## src/hw/vpa_pkg.sv

```systemverilog
// Package for the virtual port window: register offsets, field layout, reset values.
// Assumes a 32-bit AXI4-Lite master and sixteen physical 8-bit ports outside.
`default_nettype none
package vpa_pkg;
  localparam int unsigned NPORT = 16;               // Physical ports reachable
  localparam int unsigned NSLOT = 4;                // Virtual slots
  // Byte addresses, one word per register
  localparam logic [7:0] OFF_DIR   = 8'h00;         // Direction
  localparam logic [7:0] OFF_OUT   = 8'h04;         // Output value
  localparam logic [7:0] OFF_IN    = 8'h08;         // Input value
  localparam logic [7:0] OFF_FLAGS = 8'h0c;         // Pin change flags
  localparam logic [7:0] OFF_MAPA  = 8'h10;         // Map control A
  localparam logic [7:0] OFF_MAPB  = 8'h14;         // Map control B
  localparam logic [7:0] OFF_IRQST = 8'h18;         // Sticky event status
  localparam logic [7:0] OFF_IRQMK = 8'h1c;         // Event mask
  localparam logic [7:0] SLOT_STRIDE = 8'h20;       // Window per slot
  localparam logic [1:0] RESP_OKAY   = 2'h0;
  localparam logic [1:0] RESP_SLVERR = 2'h2;
  localparam logic [7:0] RST_BYTE    = 8'h00;
  localparam logic [1:0] FLAG_MASK   = 2'h3;        // Only two live flag bits
  typedef struct packed {
    logic [7:0] dir;
    logic [7:0] outv;
    logic [1:0] flags;
  } vpa_port_s;
endpackage
`default_nettype wire

```

## src/hw/vpa_top.sv

```systemverilog
// Virtual port alias window with the sixteen port register sets behind it.
// Assumes AXI4-Lite master on sys_clk; pins arrive asynchronously.
//
// Local design decision: the AXI4-Lite slave port.
`default_nettype none
// How it works
// - Virtual direction acts on mapped port
// - Virtual output acts on mapped port
// - Virtual input reads mapped synchronised pins
// - Sense match on sourced pin sets flag
// - Writing one clears flag, zero keeps
// - Map registers A and B choose port
// - Four-bit code selects port zero..fifteen
// - A holds slots 1/0, B slots 3/2
module vpa_top (
  input  wire logic         sys_clk,
  input  wire logic         resetn,
  input  wire logic [7:0]   s_axi_awaddr,
  input  wire logic         s_axi_awvalid,
  output logic              s_axi_awready,
  input  wire logic [31:0]  s_axi_wdata,
  input  wire logic [3:0]   s_axi_wstrb,
  input  wire logic         s_axi_wvalid,
  output logic              s_axi_wready,
  output logic [1:0]        s_axi_bresp,
  output logic              s_axi_bvalid,
  input  wire logic         s_axi_bready,
  input  wire logic [7:0]   s_axi_araddr,
  input  wire logic         s_axi_arvalid,
  output logic              s_axi_arready,
  output logic [31:0]       s_axi_rdata,
  output logic [1:0]        s_axi_rresp,
  output logic              s_axi_rvalid,
  input  wire logic         s_axi_rready,
  input  wire logic [127:0] pin_in,      // Input buffer levels, 8 per port
  input  wire logic [15:0]  int0_event,  // Sense-matched event, source 0
  input  wire logic [15:0]  int1_event,  // Sense-matched event, source 1
  output logic [127:0]      pin_dir,     // Direction per port
  output logic [127:0]      pin_out,     // Output value per port
  output logic [31:0]       port_irq_flags, // Two flags per port
  output logic              irq
);
  localparam int unsigned NP = vpa_pkg::NPORT;
  // Physical register sets
  vpa_pkg::vpa_port_s port_r [NP];
  // Two-stage pin synchroniser; stage one read only by stage two
  logic [127:0] pin_s1_r;
  logic [127:0] pin_s2_r;
  logic [31:0]  ev_s1_r;
  logic [31:0]  ev_s2_r;
  logic [31:0]  ev_d_r;                  // Previous level for edge detect
  // Map control registers
  logic [7:0]   map_a_r;
  logic [7:0]   map_b_r;
  logic [3:0]   irq_st_r;                // Sticky: err, read done, write done, flag set
  logic [3:0]   irq_mk_r;
  // AXI write capture
  logic         aw_have_r;
  logic         w_have_r;
  logic [7:0]   aw_addr_r;
  logic [7:0]   w_data_r;
  logic         w_strb_r;
  logic         bvalid_r;
  logic [1:0]   bresp_r;
  logic         rvalid_r;
  logic [31:0]  rdata_r;
  logic [1:0]   rresp_r;

  // Handshake outputs
  assign s_axi_awready = !aw_have_r && !bvalid_r;
  assign s_axi_wready  = !w_have_r && !bvalid_r;
  assign s_axi_arready = !rvalid_r;
  assign s_axi_bvalid  = bvalid_r;
  assign s_axi_bresp   = bresp_r;
  assign s_axi_rvalid  = rvalid_r;
  assign s_axi_rdata   = rdata_r;
  assign s_axi_rresp   = rresp_r;

  // Write decode: slot from upper bits, register from lower
  wire       wr_go    = aw_have_r && w_have_r && !bvalid_r;
  wire [1:0] wr_slot  = aw_addr_r[6:5];
  wire [7:0] wr_reg   = {3'h0, aw_addr_r[4:0]};
  wire       wr_inwin = aw_addr_r < (vpa_pkg::SLOT_STRIDE << 2);
  wire [3:0] wr_port  = wr_slot[1] ? (wr_slot[0] ? map_b_r[7:4] : map_b_r[3:0])
                                   : (wr_slot[0] ? map_a_r[7:4] : map_a_r[3:0]);
  wire       wr_dir   = wr_go && wr_inwin && wr_reg == vpa_pkg::OFF_DIR && w_strb_r;
  wire       wr_out   = wr_go && wr_inwin && wr_reg == vpa_pkg::OFF_OUT && w_strb_r;
  wire       wr_flg   = wr_go && wr_inwin && wr_reg == vpa_pkg::OFF_FLAGS && w_strb_r;
  wire       wr_ina   = wr_go && wr_inwin && wr_reg == vpa_pkg::OFF_IN;
  wire       wr_mapa  = wr_go && aw_addr_r == vpa_pkg::OFF_MAPA && w_strb_r;
  wire       wr_mapb  = wr_go && aw_addr_r == vpa_pkg::OFF_MAPB && w_strb_r;
  wire       wr_ist   = wr_go && aw_addr_r == vpa_pkg::OFF_IRQST;
  wire       wr_imk   = wr_go && aw_addr_r == vpa_pkg::OFF_IRQMK && w_strb_r;
  wire       wr_ok    = (wr_inwin && (wr_reg == vpa_pkg::OFF_DIR || wr_reg == vpa_pkg::OFF_OUT
                         || wr_reg == vpa_pkg::OFF_IN || wr_reg == vpa_pkg::OFF_FLAGS))
                        || aw_addr_r == vpa_pkg::OFF_MAPA || aw_addr_r == vpa_pkg::OFF_MAPB
                        || aw_addr_r == vpa_pkg::OFF_IRQST || aw_addr_r == vpa_pkg::OFF_IRQMK;

  // Read decode
  wire       rd_go    = s_axi_arvalid && s_axi_arready;
  wire [1:0] rd_slot  = s_axi_araddr[6:5];
  wire [7:0] rd_reg   = {3'h0, s_axi_araddr[4:0]};
  wire       rd_inwin = s_axi_araddr < (vpa_pkg::SLOT_STRIDE << 2);
  wire [3:0] rd_port  = rd_slot[1] ? (rd_slot[0] ? map_b_r[7:4] : map_b_r[3:0])
                                   : (rd_slot[0] ? map_a_r[7:4] : map_a_r[3:0]);
  wire [7:0] rd_in    = pin_s2_r[rd_port*8 +: 8];
  logic [31:0] rd_val;
  logic        rd_err;
  logic        rd_ist;
  // Read mux; flag bits above two are zero
  always_comb
  begin
    rd_val = 32'h0;
    rd_err = 1'b0;
    rd_ist = 1'b0;
    if (rd_inwin && rd_reg == vpa_pkg::OFF_DIR)
      rd_val = {24'h0, port_r[rd_port].dir};
    else if (rd_inwin && rd_reg == vpa_pkg::OFF_OUT)
      rd_val = {24'h0, port_r[rd_port].outv};
    else if (rd_inwin && rd_reg == vpa_pkg::OFF_IN)
      rd_val = {24'h0, rd_in};
    else if (rd_inwin && rd_reg == vpa_pkg::OFF_FLAGS)
      rd_val = {30'h0, port_r[rd_port].flags};
    else if (s_axi_araddr == vpa_pkg::OFF_MAPA)
      rd_val = {24'h0, map_a_r};
    else if (s_axi_araddr == vpa_pkg::OFF_MAPB)
      rd_val = {24'h0, map_b_r};
    else if (s_axi_araddr == vpa_pkg::OFF_IRQST)
    begin
      rd_val = {28'h0, irq_st_r};
      rd_ist = 1'b1;
    end
    else if (s_axi_araddr == vpa_pkg::OFF_IRQMK)
      rd_val = {28'h0, irq_mk_r};
    else
      rd_err = 1'b1;
  end

  // Rising edge of a synchronised event sets the flag; a held level sets it once
  wire [31:0] ev_set = ev_s2_r & ~ev_d_r;

  // Synchronisers
  always_ff @(posedge sys_clk or negedge resetn)
  begin
    if (!resetn)
    begin
      pin_s1_r <= '0;
      pin_s2_r <= '0;
      ev_s1_r  <= '0;
      ev_s2_r  <= '0;
      ev_d_r   <= '0;
    end
    else
    begin
      pin_s1_r <= pin_in;
      pin_s2_r <= pin_s1_r;
      ev_s1_r  <= {int1_event, int0_event};
      ev_s2_r  <= ev_s1_r;
      ev_d_r   <= ev_s2_r;
    end
  end

  // Physical port registers; map changes never touch them
  for (genvar p = 0; p < NP; p++)
  begin : g_port
    wire       hit = wr_port == 4'(p);
    wire [1:0] set = {ev_set[16+p], ev_set[p]};
    wire [1:0] clr = (wr_flg && hit) ? (w_data_r[1:0] & vpa_pkg::FLAG_MASK) : 2'h0;
    always_ff @(posedge sys_clk or negedge resetn)
    begin
      if (!resetn)
      begin
        port_r[p].dir   <= vpa_pkg::RST_BYTE;
        port_r[p].outv  <= vpa_pkg::RST_BYTE;
        port_r[p].flags <= 2'h0;
      end
      else
      begin
        if (wr_dir && hit)
          port_r[p].dir <= w_data_r;
        if (wr_out && hit)
          port_r[p].outv <= w_data_r;
        port_r[p].flags <= (port_r[p].flags & ~clr) | set;
      end
    end
    assign pin_dir[p*8 +: 8]        = port_r[p].dir;
    assign pin_out[p*8 +: 8]        = port_r[p].outv;
    assign port_irq_flags[p*2 +: 2] = port_r[p].flags;
  end

  // Sticky event bits: any flag set, write done, read done, bus error
  wire [3:0] ev_now = {(wr_go && !wr_ok) || (rd_go && rd_err), rd_go, wr_go, |ev_set};
  assign irq = |(irq_st_r & irq_mk_r);

  // Bus and control registers
  always_ff @(posedge sys_clk or negedge resetn)
  begin
    if (!resetn)
    begin
      aw_have_r <= 1'b0;
      w_have_r  <= 1'b0;
      aw_addr_r <= 8'h00;
      w_data_r  <= 8'h00;
      w_strb_r  <= 1'b0;
      bvalid_r  <= 1'b0;
      bresp_r   <= vpa_pkg::RESP_OKAY;
      rvalid_r  <= 1'b0;
      rdata_r   <= 32'h0;
      rresp_r   <= vpa_pkg::RESP_OKAY;
      map_a_r   <= vpa_pkg::RST_BYTE;
      map_b_r   <= vpa_pkg::RST_BYTE;
      irq_st_r  <= 4'h0;
      irq_mk_r  <= 4'h0;
    end
    else
    begin
      if (s_axi_awvalid && s_axi_awready)
      begin
        aw_have_r <= 1'b1;
        aw_addr_r <= s_axi_awaddr;
      end
      if (s_axi_wvalid && s_axi_wready)
      begin
        w_have_r <= 1'b1;
        w_data_r <= s_axi_wdata[7:0];
        w_strb_r <= s_axi_wstrb[0];
      end
      if (wr_go)
      begin
        aw_have_r <= 1'b0;
        w_have_r  <= 1'b0;
        bvalid_r  <= 1'b1;
        bresp_r   <= wr_ok ? vpa_pkg::RESP_OKAY : vpa_pkg::RESP_SLVERR;
      end
      else if (bvalid_r && s_axi_bready)
        bvalid_r <= 1'b0;
      if (rd_go)
      begin
        rvalid_r <= 1'b1;
        rdata_r  <= rd_val;
        rresp_r  <= rd_err ? vpa_pkg::RESP_SLVERR : vpa_pkg::RESP_OKAY;
      end
      else if (rvalid_r && s_axi_rready)
        rvalid_r <= 1'b0;
      if (wr_mapa)
        map_a_r <= w_data_r;
      if (wr_mapb)
        map_b_r <= w_data_r;
      if (wr_imk)
        irq_mk_r <= w_data_r[3:0];
      // Read clears; a new event in the same cycle wins
      irq_st_r <= ((rd_go && rd_ist) ? 4'h0 : irq_st_r) | ev_now;
    end
  end

  // Input register is read-only in effect; writes are accepted and dropped
  wire unused_ok = wr_ina | wr_ist;

  chk_flag_set: assert property (@(posedge sys_clk) disable iff (!resetn)
    ev_set[7] |=> port_r[7].flags[0])
    else $error("flag zero not set after event");
  chk_flag_clr: assert property (@(posedge sys_clk) disable iff (!resetn)
    (wr_flg && w_data_r[1] && !ev_set[16 + wr_port]) |=> !port_r[$past(wr_port)].flags[1])
    else $error("flag one not cleared by write of one");
  chk_flag_keep: assert property (@(posedge sys_clk) disable iff (!resetn)
    (port_r[7].flags[0] && !(wr_flg && wr_port == 4'h7 && w_data_r[0])) |=> port_r[7].flags[0])
    else $error("flag lost without clear");
  chk_dir_write: assert property (@(posedge sys_clk) disable iff (!resetn)
    wr_dir |=> port_r[$past(wr_port)].dir == $past(w_data_r))
    else $error("direction not written to mapped port");
  chk_out_write: assert property (@(posedge sys_clk) disable iff (!resetn)
    wr_out |=> port_r[$past(wr_port)].outv == $past(w_data_r))
    else $error("output not written to mapped port");
  chk_in_read: assert property (@(posedge sys_clk) disable iff (!resetn)
    (rd_go && rd_inwin && rd_reg == vpa_pkg::OFF_IN) |=> s_axi_rdata[7:0] == $past(rd_in))
    else $error("input read mismatch");
  chk_flag_upper: assert property (@(posedge sys_clk) disable iff (!resetn)
    (rvalid_r && $past(rd_go && rd_inwin && rd_reg == vpa_pkg::OFF_FLAGS)) |-> s_axi_rdata[31:2] == 30'h0)
    else $error("flag upper bits not zero");
  chk_map_hold: assert property (@(posedge sys_clk) disable iff (!resetn)
    (wr_mapa && !wr_dir && !wr_out) |=> $stable(port_r[0].dir) && $stable(port_r[0].outv))
    else $error("remap altered port contents");
  chk_map_a: assert property (@(posedge sys_clk) disable iff (!resetn)
    wr_mapa |=> map_a_r == $past(w_data_r))
    else $error("map A not written");
endmodule // vpa_top
`default_nettype wire

```

## config.mk

```make
export PLATFORM = sky130hd
export DESIGN_NAME = vpa_top
export DESIGN_NICKNAME = d
export VERILOG_FILES = /design/src/hw/vpa_pkg.sv /design/src/hw/vpa_top.sv
export SDC_FILE = /design/constraint.sdc
export NUM_CORES = 1
export LEC_CHECK = 0
export BUFFER_PORTS_ARGS = -buffer_cell sky130_fd_sc_hd__buf_2
export CORE_ASPECT_RATIO = 0.5
export CORE_UTILIZATION = 49
export CTS_CLUSTER_DIAMETER = 80
export DETAILED_ROUTE_END_ITERATION = 6
export PLACE_DENSITY = 0.78
export SKIP_CTS_REPAIR_TIMING = 1
export SLEW_MARGIN = 20
export SYNTH_ARGS = -nofsm -noshare
export SYNTH_HDL_FRONTEND = slang
export SYNTH_SLANG_ARGS = --single-unit
export TNS_END_PERCENT = 1
```

## constraint.sdc

```tcl
create_clock -name sys_clk -period 5.8 [get_ports sys_clk]
set_input_delay 0.87 -clock sys_clk [delete_from_list [all_inputs] [get_ports sys_clk]]
set_output_delay 0.87 -clock sys_clk [all_outputs]
set_load 0.03 [all_outputs]
```

==> metrics, run 1 <==
Min-Delay Path Class in2async; Initial DRC Count 1458; post-DR vias/cell 5.69; Slew Viols, Final 0; final WL 75300 um; total grt overflow 0; Die W 330 um; Setup-failing EPs final 0; fin nets 2402; Worst Tran Pin Value about 1.0 ns; vias in the first global route ~17000; Fillers roughly 4000; gpl congestion 0.918; number of synthesized flops with an enable pin 0; cell taking the most area after synthesis dfrtp_1; commonest non-fill, non-tap cell in the layout dfrtp_1; Max Clock Freq 287 MHz; routed via count 16785; drt drc 0; I/O Buffers ~500; Setup TNS Final 0 ns; placed cell area 29400 um2; Synth cell types 54; initial antenna violation count 17; Worst slew margin 29.8%; die height 166 um; Core ar. approximately 53000 um2; Worst setup EP type flop; WP buf/inv 2; Synth Instances 1697; All-Layer GR Usage 27.5%; Worst VDD drop 0.239 mV; Seq/Total Area, Yosys 65.9%; CP max-delay cell mux4_4; synth top area cells dfrtp_1, mux2_2, mux4_2; CTS Buf Count 57; power per cell area 355 nW/um2; detailed-placement wirelength estimate around 53000 um; Synth top area share between 60% and 70%; GR Layer Usage met1 between 30% and 40%; met3 Usage GRT 5.03%; synthesis-stage register bit count 695; min Tclk post-route 3.48 ns; commonest cells after routing, fill and taps aside dfrtp_1, buf_2, mux2_2, nand2_1, mux4_2; Most used DFF post-synth dfrtp_1; WP data arrival a little under 4 ns; Die Area 54800 um2; Adder-Cell Fraction of Synth Area 0%; first-pass GRT wire length 111000 um; TritonRoute pass-1 iters 5; worst skew pair latency about 0.61 ns; Fin. Hold Viols 0; RSZ-0062 raised after global routing no; layout cell share with drive strength beyond 1 45.5%; initial core utilization 50.2%; met2 usage in global routing 45.3%; grt peak-use layer met2; CP cell instances buf_2 -> mux4_4 -> clkinv_1 -> mux2_2 -> o22ai_1 -> nor4b_1 -> o41ai_1; Final Cell Area 31500 um2; Compound-Gate Fraction of Synth Area 3.62%; Leak 0.0152 uW; Mapped Area 26400 um2; Syn-to-layout area delta 19.6%; worst reg-to-reg setup slack ~2.3 ns; Crit path max-delay family multiplexers; Syn. warnings 0; CTS root buffer clkbuf_16; Worst EP required 6.26 ns; Std-Cell Rows just under 60; simple-gate share of the synthesized area 5.41%; syn_area_per_cell 15.5 um2; maxcap violations 0; fin crit share 60.1%; Detail Route Antenna Nets 0; deepest clock path buffer count 3; clk sinks 695; status complete, no violations; main combinational cell family by area after synthesis multiplexers; # IOs 549; critical setup path kind in2reg; CTS tree yes; CP max stage delay 0.92 ns; CTS H-tree lvls 2; FFs w/ async S/R, synth 100%; post-synthesis mux area share 22.6%; crit path launch type input port; Wirelength per Cell 25.5 um; xor/xnor share of the synthesized area 0%; CTS clk-pin slew, worst paths roughly 0.070 ns; worst-path maximum fanout 34; Post-Route Skew 0.0148 ns; pin count of the biggest net entering global routing 149
## worst reg2reg max path, delay by kind of cell (launching register included)
kind / cells / cell delay, ns
and+or+nand+nor: 3 / 1.80
muxes: 2 / 1.01
DFF: 1 / 0.55
## worst paths after layout
path / start / to / cells after the start
min reg2reg: pin_s1_r[112] / pin_s2_r[112] / 0
min: resetn / ev_s1_r[14] / 1
max in group asynchronous: resetn / w_data_r[6] / 2
max: s_axi_araddr[5] / s_axi_rdata[3] / 7
max reg2reg: aw_addr_r[5] / pin_dir[41] / 5
min in group sys_clk: pin_s1_r[112] / pin_s2_r[112] / 0
## per-layer routing
metal,vias up,part of all wire [%]
met5,-,0
met2,735,50
met4,0,6.2
met3,214,6.2
met1,8808,37
li1,7028,-
## layout make-up
| cell class | instances | area [um2] | share of cell area (%) |
|---|---|---|---|
| multi-input cells | 909 | 8440 | 26.8 |
| clock buffers | 74 | 1570 | 4.98 |
| repair buffers | 514 | 2680 | 8.51 |
| clock inverters | 33 | 509 | 1.61 |
| inverters | 6 | 22.5 | 0.0714 |
| well taps | 701 | 877 | 2.78 |
| diodes | 18 | 45.0 | 0.143 |
| flip-flops and latches | 695 | 17400 | 55.1 |
## registers in the layout (all words and copies together) (netlist names), 4 cells and up
name            cells
aw_addr_r           8
ev_d_r             32
ev_s1_r            32
ev_s2_r            32
irq_mk_r            4
irq_st_r            4
map_a_r             8
map_b_r             8
pin_dir           128
pin_out           128
pin_s1_r          128
pin_s2_r          128
port_irq_flags     32
s_axi_rdata         8
w_data_r            8
## synth_stat cells, types with 6 or more instances
| cell type | count |
|---|---|
| nand2_1 | 111 |
| o22a_1 | 8 |
| o21ai_0 | 40 |
| a211oi_1 | 22 |
| a22oi_1 | 12 |
| mux2i_1 | 68 |
| dfrtp_1 | 695 |
| a21oi_1 | 11 |
| nor2b_1 | 19 |
| mux2_2 | 306 |
| nor2_1 | 26 |
| buf_2 | 26 |
| buf_6 | 8 |
| buf_4 | 29 |
| and2_1 | 9 |
| nor3_1 | 14 |
| mux4_2 | 81 |
| o22ai_1 | 7 |
| a21o_1 | 6 |
| clkbuf_1 | 46 |
| nand3_1 | 33 |
| nand4_1 | 9 |
| nor2_2 | 7 |
| nand2b_1 | 34 |
## stage by stage
stage / hold WS (ns) / util (%) / worst slack (ns) / std cells / power [uW]
2_1_floorplan: 0.331 / - / 2.95 / 1722 / 6350
3_3_place_gp: 0.332 / 56.0 / 1.78 / 2825 / 6970
3_5_place_dp: 0.335 / 56.0 / 1.74 / 2825 / 7000
4_1_cts: 0.326 / 59.9 / 2.38 / 2932 / 11200
5_1_grt: 0.318 / 60.0 / 2.18 / 2950 / 11600
6_report: 0.327 / 60.0 / 2.32 / 2950 / 11200
## power by group
group	total (uW)	internal (uW)	leakage, uW	switching [uW]
combinational	1520	521	0.00555	994
clock	4260	2460	0.00101	1810
sequential	5420	5110	0.00865	310
## logic make-up after synthesis
kind of cell / Yosys count
muxes: 455
DFF: 695
AOI/OAI and AO/OA: 141
buffers and inverters: 118
other: 1
and+or+nand+nor: 287
Note: power is estimated with default switching activity, not from simulation.
==> inputs of run 2 (changes only) <==
==> constraint.sdc (replaced) <==
create_clock -name sys_clk -period 3.7 [get_ports sys_clk]
set_input_delay 0.555 -clock sys_clk [delete_from_list [all_inputs] [get_ports sys_clk]]
set_output_delay 0.555 -clock sys_clk [all_outputs]
set_load 0.03 [all_outputs]
==> run 2 against run 1 <==
The run now ends with design-rule violations left. Combinational power rose by 61%. Total power rose by 53%. Via count grew 1.9%. Critical path type is now reg2reg. Final area grew 0.35%.
==> metrics, run 2 (synthesis gave the netlist of run 1 again) <==
status finished with violations; failing checks design-rule violations; worst-path maximum fanout 8 (-76%); Switching Fraction 28.2% (+0.42 points); Hold EP pin_s1_r[58]; Std-Cell Rows 59 (unchanged); Hold Crit Depth 1; Initial DRC Count 1799 (+23%); # IOs 549 (unchanged); detailed-placement wirelength estimate 53400 um (+1.2%); WP data arrival 3.68 ns (-0.26 ns); Min-Delay Startpoint pin_in[58]; Die W 330 um (unchanged); routed via count 17103 (+1.9%); CP cell instances mux4_2 -> nor2_1 -> nand2_1 -> nor2_2 -> mux2_2; CP max stage delay 0.62 ns (-0.30 ns); RSZ-0062 raised after global routing no; Power, Total 17200 uW (+53%); CP max-delay cell nor2_2; Slew Viols, Final 0 (unchanged); deepest clock path buffer count 3 (unchanged); crit path launch type flop; worst reg-to-reg setup slack 0.51 ns (-1.80 ns); Max Clock Freq 314 MHz; Core ar. 52600 um2 (unchanged); fin nets 2430 (+1.2%); total grt overflow 0 (unchanged); initial antenna violation count 17 (unchanged); Worst Tran Pin Value 0.913 ns (-0.136 ns); pin count of the biggest net entering global routing 99 (-34%); CTS clk-pin slew, worst paths 0.07 ns (about the same); Clk pwr share 36.2% (-1.9 points); Worst R2R Start aw_addr_r[5]; worst r2r path cells 5 (unchanged); commonest cells after routing, fill and taps aside dfrtp_1, buf_2, mux2_2, nand2_1, mux4_2; Syn-to-layout area delta 20.0%; P_int 12300 uW (+52%); Worst slew margin 39.1% (+9.3 points); fin crit share a little under nine tenths; Worst setup EP type flop; first-pass GRT wire length 112000 um (+0.82%); CTS tree yes; Setup-failing EPs final 0 (unchanged); combinational power share 14.3% (+0.8 points); drt drc 9 (+9); initial core utilization 50.2% (unchanged); Setup TNS Final 0 ns (unchanged); gpl congestion 0.952 (+3.7%); CTS H-tree lvls 2 (unchanged); min Tclk post-route 3.19 ns; vias in the first global route 17634 (+2.0%); post-DR vias/cell 5.74 (+0.90%); CTS Buf Count 57 (unchanged); clk sinks 695 (unchanged); commonest non-fill, non-tap cell in the layout dfrtp_1; Worst EP required 4.19 ns (-2.07 ns); Leak 0.0153 uW (+0.63%); reg-to-reg endpoint pin_dir[35]; Worst VDD drop 0.391 mV (+63%); Reg power frac 49.5% (+1.1 points); Detail Route Antenna Nets 0 (unchanged); Wirelength per Cell 25.7 um (+0.50%); CTS root buffer clkbuf_16; power per cell area 542 nW/um2 (+53%); maxcap violations 0 (unchanged); Die Area 54800 um2 (unchanged); I/O Buffers 495 (unchanged); die height 166 um (unchanged); TritonRoute pass-1 iters 7 (+2); final WL 76400 um (+1.5%); Min-Delay Path Class in2reg; Fillers 3991 (-1.6%); critical setup path kind reg2reg; NetSw 4840 uW (+56%); All-Layer GR Usage 27.7% (+0.15 points); Fin. Hold Viols 0 (unchanged); Post-Route Skew 0.0152 ns (+0.000367 ns); layout cell share with drive strength beyond 1 45.8% (+0.25 points); worst skew pair latency 0.61 ns (about the same)
==> run 2: how the worst max path moves through the flow <==
stage,endpoint,slack [ns],from
2_1_floorplan,s_axi_rdata[7],1.16,s_axi_araddr[5]
3_3_place_gp,s_axi_rdata[1],0.42,s_axi_araddr[5]
3_5_place_dp,s_axi_rdata[1],0.40,s_axi_araddr[5]
4_1_cts,pin_dir[35],0.60,aw_addr_r[5]
5_1_grt,pin_dir[102],0.46,aw_addr_r[5]
6_report,pin_dir[35],0.51,aw_addr_r[5]
==> run 2: through the flow <==
stage	cells	setup WS [ns]	area (um2)	util, %	hold WS, ns
floorplan	1722	1.16	26500	-	0.259
global placement	2852	0.415	29700	56.4	0.332
detailed placement	2852	0.395	29700	56.4	0.335
CTS	2958	0.601	31600	60.1	-0.0786
global route	2979	0.458	31700	60.2	0.0186
finish	2979	0.512	31700	60.2	0.0462
==> run 2: critical path, delay by kind of cell (launching register included) <==
kind             cells  cell delay (ns)
DFF                  1             0.56
and+or+nand+nor      3             1.49
muxes                2             1.01
==> run 2: area by class of cell <==
class	count	area [um2]	area share (%)
diodes	20	50.0	0.158
multi-input cells	909	8440	26.7
inverters	6	22.5	0.0711
clock buffers	88	1700	5.38
clock inverters	18	223	0.704
flip-flops and latches	695	17400	54.9
repair buffers	542	2940	9.30
well taps	701	877	2.77
==> run 2: metal layers <==
layer / vias to the layer above / track usage [%] / share of wire [%]
li1: 7094 / - / -
met1: 8941 / 34.3 / 37
met4: 0 / 14.9 / 6.2
met2: 822 / 45.9 / 50
met5: - / 0 / 0
met3: 246 / 5.73 / 7.1
==> run 2: power by group through the flow <==
stage	combinational [uW]	sequential [uW]	clock (uW)
after detailed placement	2420	8610	0
after CTS	2430	8480	6310
after floorplan	1410	8550	0
final	2450	8500	6220
after global routing	2590	8540	6630
after global placement	2380	8580	0
